==> src/hw/cffc_consts.vh <==
// Shared constants for the flag and program-flow execution unit
// ****************************************************************
// Behaviour
// - Only carry, irq mask, overflow have set/clear
// - Accumulator A and flag register transfer both ways
// - Stop-disable changes only through A-to-flags transfer
// - Stop-disable set locks out the stop function
// - Software never raises the nonmaskable mask bit
// - Half-carry never used as a branch condition
// - Simple branches test one flag, either sense
// - Signed and unsigned compares; unsigned ge/lt alias carry
// - Bit-test branches use direct, X or Y addressing
// - Branch reach is -128 to +127 locations
// - Every branch condition has an opposite branch
// - Jump reaches all 64k via four modes
// - Calls push resume address, return pulls it
// - Software interrupt stacks all working registers
// - Wait holds standby until an interrupt arrives
// - Wait stacks first; interrupt then fetches vector
// - Stop with stop-disable set acts as no-op
// - Stack pointer addresses the next free byte
// ****************************************************************
`ifndef CFFC_CONSTS_VH
`define CFFC_CONSTS_VH

// ****************************************************************
// Register byte offsets
// ****************************************************************
`define CFFC_OFS_INSTR   8'h00
`define CFFC_OFS_OPND    8'h04
`define CFFC_OFS_PC      8'h08
`define CFFC_OFS_SP      8'h0c
`define CFFC_OFS_FLAGS   8'h10
`define CFFC_OFS_ACC     8'h14
`define CFFC_OFS_IDX     8'h18
`define CFFC_OFS_STATUS  8'h1c

// ****************************************************************
// Flag register bit positions and reset value
// ****************************************************************
`define CFFC_FL_S        7
`define CFFC_FL_X        6
`define CFFC_FL_H        5
`define CFFC_FL_I        4
`define CFFC_FL_N        3
`define CFFC_FL_Z        2
`define CFFC_FL_V        1
`define CFFC_FL_C        0
`define CFFC_FLAGS_RST   8'hd0
`define CFFC_SP_RST      16'h00ff

// ****************************************************************
// Operation codes held in the instruction register
// ****************************************************************
`define CFFC_OP_NOP      5'h00
`define CFFC_OP_CCLR     5'h01
`define CFFC_OP_CSET     5'h02
`define CFFC_OP_ICLR     5'h03
`define CFFC_OP_SEI      5'h04
`define CFFC_OP_VCLR     5'h05
`define CFFC_OP_VSET     5'h06
`define CFFC_OP_TAP      5'h07
`define CFFC_OP_FTOA     5'h08
`define CFFC_OP_BR       5'h09
`define CFFC_OP_BTCLR    5'h0a
`define CFFC_OP_BTSET    5'h0b
`define CFFC_OP_JUMP     5'h0c
`define CFFC_OP_CALL     5'h0d
`define CFFC_OP_RCALL    5'h0e
`define CFFC_OP_RTS      5'h0f
`define CFFC_OP_IRET     5'h10
`define CFFC_OP_SINT     5'h11
`define CFFC_OP_WAIT     5'h12
`define CFFC_OP_STOP     5'h13

// ****************************************************************
// Addressing modes and vectors
// ****************************************************************
`define CFFC_MD_DIR      2'h0
`define CFFC_MD_EXT      2'h1
`define CFFC_MD_INDX     2'h2
`define CFFC_MD_INDY     2'h3
`define CFFC_VEC_SINT    16'hfff6
`define CFFC_VEC_NMI     16'hfff4
`define CFFC_VEC_IRQ     16'hfff2
`define CFFC_STK_ALL     4'h8
`define CFFC_STK_RET     4'h1

`endif

==> src/hw/cffc_cond.v <==
// Branch condition evaluator for the relative branch group
`timescale 1ns/1ps
module cffc_cond (
	// Branch selector
	input  wire [3:0] cond,
	// Flags; half-carry is deliberately not an input
	input  wire       flag_n,
	input  wire       flag_z,
	input  wire       flag_v,
	input  wire       flag_c,
	// Result
	output wire       taken
);

	reg base;	// Sense of the even selector of each pair

	// ************************************************************
	// Condition table
	// ************************************************************
	// Even selectors hold the base test, odd ones its opposite
	always @* begin
		case (cond[3:1])
			3'h0: base = 1'b1;			// Always
			3'h1: base = ~(flag_c | flag_z);	// Higher
			3'h2: base = ~flag_c;			// Carry clear
			3'h3: base = ~flag_z;			// Not equal
			3'h4: base = ~flag_v;			// Overflow clear
			3'h5: base = ~flag_n;			// Plus
			3'h6: base = ~(flag_n ^ flag_v);	// Signed ge
			3'h7: base = ~(flag_z | (flag_n ^ flag_v)); // Signed gt
			default: base = 1'b0;
		endcase
	end

	// Low bit flips the sense, giving each branch its opposite
	assign taken = base ^ cond[0];

endmodule // cffc_cond

==> src/hw/cffc_core.v <==
// Flag and program-flow execution unit with an AXI4-Lite port
`timescale 1ns/1ps
`include "cffc_consts.vh"
module cffc_core #(
	parameter [15:0] SP_RESET = `CFFC_SP_RST
) (
	// Clock and reset
	input  wire        aclk,
	input  wire        aresetn,
	// AXI4-Lite write address
	input  wire [7:0]  s_axi_awaddr,
	input  wire        s_axi_awvalid,
	output wire        s_axi_awready,
	// AXI4-Lite write data
	input  wire [31:0] s_axi_wdata,
	input  wire [3:0]  s_axi_wstrb,
	input  wire        s_axi_wvalid,
	output wire        s_axi_wready,
	// AXI4-Lite write response
	output wire [1:0]  s_axi_bresp,
	output wire        s_axi_bvalid,
	input  wire        s_axi_bready,
	// AXI4-Lite read address
	input  wire [7:0]  s_axi_araddr,
	input  wire        s_axi_arvalid,
	output wire        s_axi_arready,
	// AXI4-Lite read data
	output wire [31:0] s_axi_rdata,
	output wire [1:0]  s_axi_rresp,
	output wire        s_axi_rvalid,
	input  wire        s_axi_rready,
	// Program memory and stack
	output wire [15:0] mem_addr,
	output wire [7:0]  mem_wdata,
	output wire        mem_we,
	output wire        mem_re,
	input  wire [7:0]  mem_rdata,
	// Interrupt inputs
	input  wire        irq_in,
	input  wire        nonmaskable_irq_input_n,
	// Power state
	output wire        wait_mode,
	output wire        stop_mode
);

	// ************************************************************
	// Sequencer states
	// ************************************************************
	localparam [3:0] ST_IDLE  = 4'h0;	// Ready for an instruction
	localparam [3:0] ST_READ  = 4'h1;	// Bit-test operand read
	localparam [3:0] ST_PUSH  = 4'h2;	// Stacking bytes
	localparam [3:0] ST_PULLA = 4'h3;	// Pull or vector address
	localparam [3:0] ST_PULLD = 4'h4;	// Pull or vector data
	localparam [3:0] ST_WAIT  = 4'h5;	// Standby, registers stacked
	localparam [3:0] ST_STOP  = 4'h6;	// Clocks notionally frozen

	// ************************************************************
	// Storage
	// ************************************************************
	reg  [3:0]  state_q;	// Sequencer state
	reg         start_q;	// Instruction written, not yet run
	reg  [11:0] instr_q;	// Cond, mode and operation
	reg  [31:0] opnd_q;	// Rel, mask and operand
	reg  [15:0] pc_q;	// Address of the following instruction
	reg  [15:0] sp_q;	// Next free stack byte
	reg  [7:0]  flags_q;	// Flag register
	reg  [7:0]  acc_a_q;	// Accumulator A
	reg  [7:0]  acc_b_q;	// Accumulator B
	reg  [15:0] idx_x_q;	// Index X
	reg  [15:0] idx_y_q;	// Index Y
	reg  [15:0] tgt_q;	// Call destination
	reg  [15:0] vaddr_q;	// Vector being fetched
	reg         vec_q;	// Pull engine is fetching a vector
	reg  [3:0]  cnt_q;	// Byte index on the stack frame
	reg  [3:0]  last_q;	// Last push index
	reg         taken_q;	// Last branch went to its target
	reg         illegal_q;	// Last operation code was undefined
	reg  [15:0] maddr_q;	// Memory address
	reg  [7:0]  mwdata_q;	// Memory write byte
	reg         mwe_q;	// Memory write strobe
	reg         mre_q;	// Memory read strobe
	// AXI holding registers
	reg         aw_full_q;
	reg  [7:0]  aw_addr_q;
	reg         w_full_q;
	reg  [31:0] w_data_q;
	reg  [3:0]  w_strb_q;
	reg         bvalid_q;
	reg  [1:0]  bresp_q;
	reg         rvalid_q;
	reg  [31:0] rdata_q;
	reg  [1:0]  rresp_q;

	// ************************************************************
	// Decode of the held instruction
	// ************************************************************
	wire [4:0]  op    = instr_q[4:0];
	wire [1:0]  mode  = instr_q[6:5];
	wire [3:0]  cond  = instr_q[11:8];
	wire        bit_op = (op == `CFFC_OP_BTCLR) ||
			     (op == `CFFC_OP_BTSET);
	// Offset byte: bit tests carry it apart from the address
	wire [7:0]  rel   = bit_op ? opnd_q[31:24] : opnd_q[7:0];
	// Sign-extended offset, so reach is -128..+127
	wire [15:0] rel_tgt = pc_q + {{8{rel[7]}}, rel};
	wire        cond_taken;	// Branch test result
	wire        busy;	// Instruction under way
	wire        irq_pend;	// Maskable request seen
	wire        nmi_pend;	// Nonmaskable request seen
	wire        do_wr;	// Write address and data both held
	wire        wr_ok;	// Register write may land
	wire [31:0] wmask;	// Byte lanes from strobes
	reg  [15:0] ea;	// Effective address
	reg  [7:0]  push_byte;	// Byte at the current frame index
	reg         rd_hit;	// Read address is mapped
	reg  [31:0] rd_val;	// Read value
	reg         wr_hit;	// Write address is mapped
	reg  [7:0]  tst;	// Bit-test result byte

	// Effective address by addressing mode
	always @* begin
		case (mode)
			`CFFC_MD_DIR:  ea = {8'h00, opnd_q[7:0]};
			`CFFC_MD_EXT:  ea = opnd_q[15:0];
			`CFFC_MD_INDX: ea = idx_x_q + {8'h00, opnd_q[7:0]};
			`CFFC_MD_INDY: ea = idx_y_q + {8'h00, opnd_q[7:0]};
			default:       ea = opnd_q[15:0];
		endcase
	end

	// Frame layout: return address lowest index, flags last
	always @* begin
		case (cnt_q)
			4'h0:    push_byte = pc_q[7:0];
			4'h1:    push_byte = pc_q[15:8];
			4'h2:    push_byte = idx_y_q[7:0];
			4'h3:    push_byte = idx_y_q[15:8];
			4'h4:    push_byte = idx_x_q[7:0];
			4'h5:    push_byte = idx_x_q[15:8];
			4'h6:    push_byte = acc_a_q;
			4'h7:    push_byte = acc_b_q;
			default: push_byte = flags_q;
		endcase
	end

	// Bit test: clear-test looks at ones, set-test at zeros
	always @* begin
		if (op == `CFFC_OP_BTCLR)
			tst = mem_rdata & opnd_q[23:16];
		else
			tst = ~mem_rdata & opnd_q[23:16];
	end

	// Branch condition table sees N, Z, V and C only
	cffc_cond u_cond (
		.cond   (cond),
		.flag_n (flags_q[`CFFC_FL_N]),
		.flag_z (flags_q[`CFFC_FL_Z]),
		.flag_v (flags_q[`CFFC_FL_V]),
		.flag_c (flags_q[`CFFC_FL_C]),
		.taken  (cond_taken)
	);

	assign busy      = (state_q != ST_IDLE) | start_q;
	assign irq_pend  = irq_in & ~flags_q[`CFFC_FL_I];
	assign nmi_pend  = ~nonmaskable_irq_input_n & ~flags_q[`CFFC_FL_X];

	// ************************************************************
	// AXI4-Lite slave
	// ************************************************************
	assign s_axi_awready = ~aw_full_q;
	assign s_axi_wready  = ~w_full_q;
	assign s_axi_bvalid  = bvalid_q;
	assign s_axi_bresp   = bresp_q;
	assign s_axi_arready = ~rvalid_q;
	assign s_axi_rvalid  = rvalid_q;
	assign s_axi_rdata   = rdata_q;
	assign s_axi_rresp   = rresp_q;
	assign do_wr = aw_full_q & w_full_q & ~bvalid_q;
	// Writes while busy are answered but dropped, so software
	// cannot tear the machine state in the middle of a frame
	assign wr_ok = do_wr & ~busy;
	assign wmask = {{8{w_strb_q[3]}}, {8{w_strb_q[2]}},
			{8{w_strb_q[1]}}, {8{w_strb_q[0]}}};

	// Write address decode; the flag register has no write path
	always @* begin
		case (aw_addr_q)
			`CFFC_OFS_INSTR, `CFFC_OFS_OPND, `CFFC_OFS_PC,
			`CFFC_OFS_SP, `CFFC_OFS_ACC, `CFFC_OFS_IDX:
				wr_hit = 1'b1;
			`CFFC_OFS_FLAGS, `CFFC_OFS_STATUS:
				wr_hit = 1'b1;	// Read-only, write ignored
			default: wr_hit = 1'b0;
		endcase
	end

	// Read multiplexer
	always @* begin
		rd_hit = 1'b1;
		case (s_axi_araddr)
			`CFFC_OFS_INSTR:  rd_val = {20'h00000, instr_q};
			`CFFC_OFS_OPND:   rd_val = opnd_q;
			`CFFC_OFS_PC:     rd_val = {16'h0000, pc_q};
			`CFFC_OFS_SP:     rd_val = {16'h0000, sp_q};
			`CFFC_OFS_FLAGS:  rd_val = {24'h000000, flags_q};
			`CFFC_OFS_ACC:    rd_val = {16'h0000, acc_b_q, acc_a_q};
			`CFFC_OFS_IDX:    rd_val = {idx_y_q, idx_x_q};
			`CFFC_OFS_STATUS: rd_val = {27'h0000000, illegal_q,
				taken_q, stop_mode, wait_mode, busy};
			default: begin
				rd_val = 32'h00000000;
				rd_hit = 1'b0;
			end
		endcase
	end

	// Channel holding registers and responses
	always @(posedge aclk) begin
		if (!aresetn) begin
			aw_full_q <= 1'b0;
			aw_addr_q <= 8'h00;
			w_full_q  <= 1'b0;
			w_data_q  <= 32'h00000000;
			w_strb_q  <= 4'h0;
			bvalid_q  <= 1'b0;
			bresp_q   <= 2'h0;
			rvalid_q  <= 1'b0;
			rdata_q   <= 32'h00000000;
			rresp_q   <= 2'h0;
		end else begin
			// Address and data are taken in either order
			if (s_axi_awvalid && !aw_full_q) begin
				aw_full_q <= 1'b1;
				aw_addr_q <= s_axi_awaddr;
			end
			if (s_axi_wvalid && !w_full_q) begin
				w_full_q <= 1'b1;
				w_data_q <= s_axi_wdata;
				w_strb_q <= s_axi_wstrb;
			end
			// Response follows both halves
			if (do_wr) begin
				aw_full_q <= 1'b0;
				w_full_q  <= 1'b0;
				bvalid_q  <= 1'b1;
				bresp_q   <= wr_hit ? 2'h0 : 2'h2;
			end else if (bvalid_q && s_axi_bready) begin
				bvalid_q <= 1'b0;
			end
			// Read answers one cycle after the address
			if (s_axi_arvalid && !rvalid_q) begin
				rvalid_q <= 1'b1;
				rdata_q  <= rd_val;
				rresp_q  <= rd_hit ? 2'h0 : 2'h2;
			end else if (rvalid_q && s_axi_rready) begin
				rvalid_q <= 1'b0;
			end
		end
	end

	// ************************************************************
	// Execution sequencer
	// ************************************************************
	// Owns every CPU register; software writes enter here too
	always @(posedge aclk) begin
		if (!aresetn) begin
			state_q   <= ST_IDLE;
			start_q   <= 1'b0;
			instr_q   <= 12'h000;
			opnd_q    <= 32'h00000000;
			pc_q      <= 16'h0000;
			sp_q      <= SP_RESET;
			flags_q   <= `CFFC_FLAGS_RST;
			acc_a_q   <= 8'h00;
			acc_b_q   <= 8'h00;
			idx_x_q   <= 16'h0000;
			idx_y_q   <= 16'h0000;
			tgt_q     <= 16'h0000;
			vaddr_q   <= 16'h0000;
			vec_q     <= 1'b0;
			cnt_q     <= 4'h0;
			last_q    <= 4'h0;
			taken_q   <= 1'b0;
			illegal_q <= 1'b0;
			maddr_q   <= 16'h0000;
			mwdata_q  <= 8'h00;
			mwe_q     <= 1'b0;
			mre_q     <= 1'b0;
		end else begin
			// Strobes are single-cycle unless renewed below
			mwe_q <= 1'b0;
			mre_q <= 1'b0;
			// Software register writes, honoured only when idle
			if (wr_ok) begin
				case (aw_addr_q)
				`CFFC_OFS_INSTR: begin
					instr_q <= {w_strb_q[1] ? w_data_q[11:8] :
						instr_q[11:8], w_strb_q[0] ?
						{1'b0, w_data_q[6:0]} : instr_q[7:0]};
					start_q <= 1'b1;
				end
				`CFFC_OFS_OPND:
					opnd_q <= (opnd_q & ~wmask) |
						(w_data_q & wmask);
				`CFFC_OFS_PC: begin
					pc_q[7:0] <= w_strb_q[0] ?
						w_data_q[7:0] : pc_q[7:0];
					pc_q[15:8] <= w_strb_q[1] ?
						w_data_q[15:8] : pc_q[15:8];
				end
				`CFFC_OFS_SP: begin
					sp_q[7:0] <= w_strb_q[0] ?
						w_data_q[7:0] : sp_q[7:0];
					sp_q[15:8] <= w_strb_q[1] ?
						w_data_q[15:8] : sp_q[15:8];
				end
				`CFFC_OFS_ACC: begin
					acc_a_q <= w_strb_q[0] ?
						w_data_q[7:0] : acc_a_q;
					acc_b_q <= w_strb_q[1] ?
						w_data_q[15:8] : acc_b_q;
				end
				`CFFC_OFS_IDX: begin
					idx_x_q <= {w_strb_q[1] ? w_data_q[15:8]
						: idx_x_q[15:8], w_strb_q[0] ?
						w_data_q[7:0] : idx_x_q[7:0]};
					idx_y_q <= {w_strb_q[3] ? w_data_q[31:24]
						: idx_y_q[15:8], w_strb_q[2] ?
						w_data_q[23:16] : idx_y_q[7:0]};
				end
				default: ;	// Read-only targets
				endcase
			end
			case (state_q)
			ST_IDLE: if (start_q) begin
				start_q   <= 1'b0;
				illegal_q <= 1'b0;
				case (op)
				`CFFC_OP_NOP: ;
				// Only C, I and V have set and clear
				`CFFC_OP_CCLR: flags_q[`CFFC_FL_C] <= 1'b0;
				`CFFC_OP_CSET: flags_q[`CFFC_FL_C] <= 1'b1;
				`CFFC_OP_ICLR: flags_q[`CFFC_FL_I] <= 1'b0;
				`CFFC_OP_SEI: flags_q[`CFFC_FL_I] <= 1'b1;
				`CFFC_OP_VCLR: flags_q[`CFFC_FL_V] <= 1'b0;
				`CFFC_OP_VSET: flags_q[`CFFC_FL_V] <= 1'b1;
				// A to flags: S copies A; X may only fall
				`CFFC_OP_TAP: flags_q <= {acc_a_q[7],
					acc_a_q[6] & flags_q[`CFFC_FL_X],
					acc_a_q[5:0]};
				`CFFC_OP_FTOA: acc_a_q <= flags_q;
				`CFFC_OP_BR: begin
					taken_q <= cond_taken;
					if (cond_taken)
						pc_q <= rel_tgt;
				end
				// Bit tests read their byte first
				`CFFC_OP_BTCLR, `CFFC_OP_BTSET: begin
					maddr_q <= ea;
					mre_q   <= 1'b1;
					state_q <= ST_READ;
				end
				`CFFC_OP_JUMP: pc_q <= ea;
				// Calls stack the two-byte resume address
				`CFFC_OP_CALL, `CFFC_OP_RCALL: begin
					tgt_q   <= (op == `CFFC_OP_CALL) ?
						ea : rel_tgt;
					cnt_q   <= 4'h0;
					last_q  <= `CFFC_STK_RET;
					state_q <= ST_PUSH;
				end
				`CFFC_OP_RTS, `CFFC_OP_IRET: begin
					cnt_q   <= (op == `CFFC_OP_RTS) ?
						`CFFC_STK_RET : `CFFC_STK_ALL;
					vec_q   <= 1'b0;
					state_q <= ST_PULLA;
				end
				// Full frame before the vector or standby
				`CFFC_OP_SINT, `CFFC_OP_WAIT: begin
					cnt_q   <= 4'h0;
					last_q  <= `CFFC_STK_ALL;
					state_q <= ST_PUSH;
				end
				// Stop-disable set turns stop into a no-op
				`CFFC_OP_STOP:
					if (!flags_q[`CFFC_FL_S])
						state_q <= ST_STOP;
				default: illegal_q <= 1'b1;
				endcase
			end
			ST_READ: begin
				taken_q <= (tst == 8'h00);
				if (tst == 8'h00)
					pc_q <= rel_tgt;
				state_q <= ST_IDLE;
			end
			// Write at SP, then step down to the next free byte
			ST_PUSH: begin
				maddr_q  <= sp_q;
				mwdata_q <= push_byte;
				mwe_q    <= 1'b1;
				sp_q     <= sp_q - 16'h0001;
				if (cnt_q != last_q)
					cnt_q <= cnt_q + 4'h1;
				else if (op == `CFFC_OP_WAIT)
					state_q <= ST_WAIT;
				else if (op == `CFFC_OP_SINT) begin
					flags_q[`CFFC_FL_I] <= 1'b1;
					vaddr_q <= `CFFC_VEC_SINT;
					vec_q   <= 1'b1;
					cnt_q   <= 4'h1;
					state_q <= ST_PULLA;
				end else begin
					pc_q    <= tgt_q;
					state_q <= ST_IDLE;
				end
			end
			// Pull steps up first; vectors read high byte first
			ST_PULLA: begin
				mre_q   <= 1'b1;
				state_q <= ST_PULLD;
				if (vec_q)
					maddr_q <= vaddr_q + {15'h0000, ~cnt_q[0]};
				else begin
					maddr_q <= sp_q + 16'h0001;
					sp_q    <= sp_q + 16'h0001;
				end
			end
			ST_PULLD: begin
				case (cnt_q)
				4'h0: pc_q[7:0]     <= mem_rdata;
				4'h1: pc_q[15:8]    <= mem_rdata;
				4'h2: idx_y_q[7:0]  <= mem_rdata;
				4'h3: idx_y_q[15:8] <= mem_rdata;
				4'h4: idx_x_q[7:0]  <= mem_rdata;
				4'h5: idx_x_q[15:8] <= mem_rdata;
				4'h6: acc_a_q       <= mem_rdata;
				4'h7: acc_b_q       <= mem_rdata;
				// Restored X can only fall; S is kept
				default: flags_q <= {flags_q[`CFFC_FL_S],
					mem_rdata[6] & flags_q[`CFFC_FL_X],
					mem_rdata[5:0]};
				endcase
				if (cnt_q == 4'h0) begin
					vec_q   <= 1'b0;
					state_q <= ST_IDLE;
				end else begin
					cnt_q   <= cnt_q - 4'h1;
					state_q <= ST_PULLA;
				end
			end
			// Already stacked, so a request goes to the vector
			ST_WAIT: if (nmi_pend || irq_pend) begin
				flags_q[`CFFC_FL_I] <= 1'b1;
				if (nmi_pend)
					flags_q[`CFFC_FL_X] <= 1'b1;
				vaddr_q <= nmi_pend ? `CFFC_VEC_NMI
					: `CFFC_VEC_IRQ;
				vec_q   <= 1'b1;
				cnt_q   <= 4'h1;
				state_q <= ST_PULLA;
			end
			// Any unmasked request wakes; software resumes
			ST_STOP: if (nmi_pend || irq_pend)
				state_q <= ST_IDLE;
			default: state_q <= ST_IDLE;
			endcase
		end
	end

	// ************************************************************
	// Outputs
	// ************************************************************
	assign mem_addr  = maddr_q;
	assign mem_wdata = mwdata_q;
	assign mem_we    = mwe_q;
	assign mem_re    = mre_q;
	assign wait_mode = (state_q == ST_WAIT);
	assign stop_mode = (state_q == ST_STOP);

endmodule // cffc_core

==> config.mk <==
export PLATFORM = sky130hd
export DESIGN_NAME = cffc_core
export DESIGN_NICKNAME = d
export VERILOG_FILES = /design/src/hw/cffc_cond.v /design/src/hw/cffc_core.v
export VERILOG_INCLUDE_DIRS = /design/src /design/src/hw
export SDC_FILE = /design/constraint.sdc
export NUM_CORES = 1
export LEC_CHECK = 0
export BUFFER_PORTS_ARGS = -buffer_cell sky130_fd_sc_hd__buf_2
export CAP_MARGIN = 10
export CORE_AREA = 4 4 214 216
export CTS_CLUSTER_SIZE = 25
export DETAILED_ROUTE_END_ITERATION = 12
export DIE_AREA = 0 0 218 220
export HOLD_SLACK_MARGIN = 0.15
export PLACE_DENSITY = 0.55
export SETUP_SLACK_MARGIN = 0.15
export SLEW_MARGIN = 20
export SYNTH_ARGS = -nofsm -noshare
export SYNTH_HDL_FRONTEND = slang
export SYNTH_SLANG_ARGS = --single-unit
export TNS_END_PERCENT = 20
==> constraint.sdc <==
create_clock -name aclk -period 3.7 [get_ports aclk]
set_input_delay 0.37 -clock aclk [delete_from_list [all_inputs] [get_ports aclk]]
set_output_delay 0.37 -clock aclk [all_outputs]
set_load 0.005 [all_outputs]
Word-level counts from Yosys, hierarchy flattened
Memory sizes are Yosys's and may differ from the RTL's. A register that Yosys moved wholly into a read port is not among the register bits.
Cells that the tools add are included.

storage, ports and cells
  bits in read-only memories = 32
  bits in registers = 289
  logic and storage cells = 344
  input bits = 69
  memories = 1
  output and inout port bits = 69

operators by class
  add/sub/neg operators = 8
  reductions and logical operators = 56
  multiplexer cells = 127
  eq/ne operators = 77
  bitwise operators = 37

memory list
  memory           depth  width  rd ports  clocked after Yosys merged registers in  wr ports  RTL line         RTL
  (no name shown)  32     1      1         1                                        0         cffc_core.v:188  case (aw_addr_q)

operator list
  kind                                           count
  two-way mux 16 bit                             25
  one-hot mux 32 bit (8 select lines)            1
  two-way mux 8 bit                              28
  one-hot mux 16 bit (4 select lines)            2
  one-hot mux 16 bit (2 select lines)            3
  bitwise AND 32 bit                             2
  one-hot mux 8 bit (8 select lines)             1
  two-way mux 4 bit                              13
  == test 8 x 5 -> 1 bit, second input constant  6
  one-hot mux 16 bit (3 select lines)            1
  == test 5 x 4 -> 1 bit, second input constant  8
  adder 16 x 8 -> 16 bit                         2
  == test 8 x 4 -> 1 bit, second input constant  4
  inverter 32 bit                                1
  bitwise OR 32 bit                              1
  one-hot mux 4 bit (4 select lines)             2
  == test 4 x 3 -> 1 bit, second input constant  7
  two-way mux 1 bit                              25
  logical NOT 8 bit                              3
  one-hot mux 4 bit (2 select lines)             3
  one-hot mux 4 bit (6 select lines)             1
  == test 5 x 3 -> 1 bit, second input constant  4
  == test 5 bit, second input constant           4
  OR reduction 20 bit                            1
  58 further kinds                               157

Logic depth before layout (Yosys ltp)
  depth after elaboration = 9
  gate-level depth with buffers = 16
  mapped depth without buffers = 14

By module
From an unflattened synthesis, not the netlist that was laid out.

second synthesis, totals
  cell total of the unflattened synthesis = 2,219
  area total of the unflattened synthesis = 17,041.3 µm²

by module, submodules not included
  module     times used  cells an instance  area each (µm²)  sequential area each (µm²)
  cffc_core  1           2,208              16,958.8         5,445.2
  cffc_cond  1           11                 82.6             0.0

Least setup slack after synthesis
No wires, ideal clock.

  path type = register to register
  start point = register instr_q[3]
  end point = register pc_q[14]
  setup slack = 110 ps
  path buffers = 2
  stages on the path, launching flop included = 15
  setup time = 134 ps
  data required time = 3,566 ps
  arrival time = 3,456 ps
  period minus slack after synthesis = 3,590 ps
  cell sequence = dfxtp_1 buf_2 nor3b_1 and2_1 buf_2 mux2_2 ha_1 and2_1 a22o_1 o41a_1 a221o_1 nand3_1 o21ai_0 o311ai_1 o211ai_1

on the way
  word-level cells in the longest chain between the ends = 8
  elaborated cells on any way between the ends = 19
  classes of those cells = add/sub: 1; eq/ne: 6; mux: 10; reduce/logical: 2

RTL lines
  what                                     RTL line         RTL
  start, declared                          cffc_core.v:62   reg [11:0] instr_q;
  start signal, assigned                   cffc_core.v:298  instr_q <= {w_strb_q[1] ? w_data_q[11:8] :
  == test 5 x 4 -> 1 bit                   --
  logical OR 1 bit                         cffc_core.v:100  wire bit_op = (op == `CFFC_OP_BTCLR) ||
  two-way mux 8 bit                        cffc_core.v:103  wire [7:0] rel = bit_op ? opnd_q[31:24] : opnd_q[7:0];
  adder 16 bit                             cffc_core.v:105  wire [15:0] rel_tgt = pc_q + {{8{rel[7]}}, rel};
  two-way mux 16 bit                       cffc_core.v:355  if (cond_taken)
  one-hot mux 16 bit (2 select lines)      cffc_core.v:339  case (op)
  two-way mux 16 bit                       cffc_core.v:336  ST_IDLE: if (start_q) begin
  one-hot mux 16 bit (4 select lines) (*)  cffc_core.v:335  case (state_q)
  end signal, assigned                     cffc_core.v:356  pc_q <= rel_tgt;
  end signal, assigned                     cffc_core.v:395  pc_q <= rel_tgt;
  end signal, assigned                     cffc_core.v:415  pc_q <= tgt_q;
  end, declared                            cffc_core.v:64   reg [15:0] pc_q;

Mark *: on every way between the ends. The rest lies on a longest branch, timed or not.
A chain may end at the register's enable or synchronous reset.

Worst setup path in the final report
  start point = register instr_q[6]
  end point = register pc_q[12]

on the way
  word-level cells in the longest chain between the ends = 5
  elaborated cells on any way between the ends = 8
  classes of those cells = eq/ne: 3; mux: 4; reduce/logical: 1

RTL lines
  what                                         RTL line         RTL
  == test 2 bit, or another cell as far along  cffc_core.v:122  case (mode)
  one-hot mux 16 bit (4 select lines) (*)      cffc_core.v:122
  one-hot mux 16 bit (2 select lines) (*)      cffc_core.v:339
  two-way mux 16 bit (*)                       cffc_core.v:336
  one-hot mux 16 bit (4 select lines) (*)      cffc_core.v:335

Marks and branches as above.

==> summary.txt <==
Routing
  • WL met3: 8290 microns
  • Routed vias: 18600
  • M1 WL: 32900 microns
  • Total wire length: 80600 microns
  • DR pass1 iterations: 8
  • Post-route DRC: 0
  • DR WL/cell: 27.2 microns
  • Post-DRT Antenna Nets: 0
  • 1st-iter DRT viols: 2217
  • Max layer used: met5
  • Metal2 WL: 34300 microns
  • Vias per cell: 6.27

Floorplan
  • # IOs: 138
  • Die height: 220 microns
  • Site Rows: 77
  • Die W: 218 microns
  • Core Area: 43900 sq um
  • Starting Density: 37.6%
  • Die area: 48000 sq um

Cells and area
  • Final instance area: 19900 sq um
  • Layout cells sized above 1: 15.3%
  • Register area: 5450 sq um
  • Layout filler cell count: 4505
  • Area of the multi-input gates: 10300 sq um
  • Nets: 2454
  • ANT cells: 0
  • Synthesis-to-finish area growth: 20.3%

Power
  • Switching share of total power: 33.7%
  • Psw: 2990 uW
  • Worst IR Drop VDD: 322 uV
  • P per Cell Area: 447 nW/um^2
  • P_leak: 0.00761 uW
  • Reg power frac: 39.4%
  • Clock Power Share: 39.8%
  • Comb pwr share: 20.8%
  • Internal: 5890 uW

Yosys
  • Dominant synthesized flop cell: dfxtp_1
  • FFs w/ async S/R, synth: 0%
  • Synth cell types: 91
  • Register area share after synthesis: 33.0%
  • Yosys warns: 0
  • Synth top area share: 33.0%
  • Yosys reg bits: 272
  • Post-Syn Area per Cell: 7.55 sq um
  • Synth Cell Area: 16500 sq um
  • Area leader, netlist: dfxtp_1
  • Largest cells by area after synthesis: dfxtp_1, nand2_1, a21oi_1
  • Post-synth EDFFs: 0
  • Synth Instances: 2185

Run
  • MaxCap Viol Count: 0

Run status
  • Status: finished, final reports clean

STA
  • Pins Over Slew Limit: 0
  • Hold Violations, Final: 0
  • Worst Tran Pin Value: 0.941 ns
  • Final setup fails: 0
  • RSZ-0062 raised after global routing: true
  • Clock skew: 0.0150 ns
  • Min Clock Period, post-route: 3.42 ns
  • Slew HR: 37.0%
  • Fmax: 292 MHz
  • Final setup TNS: 0 ns
  • Crit share post-route: 92.5%

Clock network
  • Clock-pin slew on the worst setup and hold paths: 0.06 ns
  • Worst-Skew Late Latency: 0.56 ns
  • Root Buffer: clkbuf_16
  • CTS Buf Count: 37
  • Clock buffer depth: 3
  • H-tree levels: 2
  • Sink Count: 272
  • CTS tree: yes

Placement
  • Final HPWL DP: 59100 microns
  • Dpl cell area: 18100 sq um
  • Number of port buffers: 135
  • GP Congestion: 1.02

Critical path
  • Critical path class: reg2reg
  • Buf/Inv on CP: 1
  • Worst path cell trace: and2_2, mux2_2, ha_1, inv_1, fa_1, nand2b_1, a21oi_2, nor3_1, or4_1, a31oi_4, o21a_1, a31oi_1, o41a_1
  • CP top delay family: compound AO/OA/AOI/OAI gates
  • Slowest Stage Delay on Critical Path: 0.53 ns
  • Largest fanout on the critical path: 4
  • Slowest cell on crit path: or4_1
  • Arrival time worst endpoint: 3.86 ns
  • Worst setup SP type: flip-flop
  • Worst setup EP type: flip-flop
  • CP required: 4.14 ns

GRT
  • Tot GR Track Use: 32.5%
  • Antenna violations before repair: 2
  • GRT overflow: 0
  • Largest net degree at the start of global routing: 94
  • Vias in the first global route: 17600
  • First-pass GRT wire length: 118000 microns

Min path
  • HP Class: in2reg
stage by stage:
stage | total power (uW) | cells | util, % | setup WS, ns | hold slack, ns
detailed placement | 5290 | 2852 | 41.3 | 0.0171 | 0.406
floorplan | 4460 | 2186 | - | 0.192 | 0.383
global placement | 5290 | 2852 | 41.3 | 0.0676 | 0.403
finish | 8880 | 2965 | 45.2 | 0.276 | 0.213
CTS | 8860 | 2964 | 45.1 | 0.152 | 0.205
global route | 9180 | 2965 | 45.2 | 0.0986 | 0.234
power by group through the flow:
stage	clock (uW)	sequential, uW	combinational (uW)
floorplan	0	3310	1150
global placement	0	3540	1750
detailed placement	0	3540	1760
CTS	3580	3480	1810
global route	3690	3510	1980
finish	3540	3500	1850
cells in the mapped netlist, drive strengths merged (22+ instances only):
library cell,number
o21ai,106
nor2,224
xor2,23
a21oi,225
nand3,63
mux2i,60
clkbuf,150
a311oi,35
a31oi,33
nand2,335
a22oi,82
inv,36
a211oi,35
ha,33
a221oi,35
and2,35
dfxtp,272
nor3,45
mux2,22
per-layer routing:
| layer | vias up | GRT usage (%) |
|---|---|---|
| li1 | 8341 | - |
| met1 | 8972 | 43.1 |
| met2 | 1044 | 49.8 |
| met3 | 240 | 6.99 |
| met4 | 2 | 16.8 |
| met5 | - | 0 |
cell usage in the layout, fill, tap and decap left out, types with 35 or more instances in the layout:
cell / synthesis / layout
clkbuf_16: 0 / 37
a221oi_1: 35 / 35
dfxtp_1: 272 / 271
nor2_1: 221 / 218
a21oi_1: 225 / 223
mux2i_1: 60 / 60
nor3_1: 43 / 41
a311oi_1: 35 / 35
nand2_1: 334 / 334
nand3_1: 62 / 62
buf_4: 3 / 109
dlygate4sd3_1: 0 / 50
o21ai_0: 92 / 91
buf_2: 8 / 135
a22oi_1: 82 / 82
worst paths after layout:
check	cells past startpoint	slack, ns	to	start
worst min-delay path	4	0.21	flags_q[6]$_SDFFE_PN1P_	nonmaskable_irq_input_n
worst max register to register	13	0.28	pc_q[12]$_SDFF_PN0_	instr_q[6]$_SDFFE_PN0P_
worst min register to register	1	0.41	s_axi_bresp[1]$_SDFFE_PN0P_	flip-flop
worst max-delay path	13	0.28	pc_q[12]$_SDFF_PN0_	instr_q[6]$_SDFFE_PN0P_
tightest hold or removal path, cell delays in order:
cell and delay [ns]:
buf_2 0.08, nor2_1 0.04, nand2_1 0.14, nand3_1 0.09
area by class of cell:
class / instances / area share [%]
clock inverter: 13 / 0.775
inverter: 37 / 0.725
tap: 592 / 3.73
clock buffer: 49 / 5.14
sequential: 272 / 27.4
timing repair buffer: 296 / 10.2
multi-input combinational: 1706 / 52.0
kinds of logic after synthesis:
logic type               after synthesis  synth area share (%)
AO/OA/AOI/OAI                        715                  29.0
buffers and inverters                208                  4.91
multiplexers                          82                  5.14
XOR/XNOR                              44                  2.33
other                                  1                0.0227
flip-flops                           272                  33.0
adder cells (fa/ha/maj)               35                  2.74
AND/OR/NAND/NOR                      828                  22.9
repair_timing:
action | in CTS | in global routing
cloned | 0 | 0
gates resized for setup | 2 | 7
pin swaps | 0 | 5
endpoints found under the setup margin | 3 | 9
hold buffers | 50 | 0
setup buffers | 0 | 1
hold endpoints to repair | 50 | 0
Note: power is estimated with default switching activity, not from simulation.
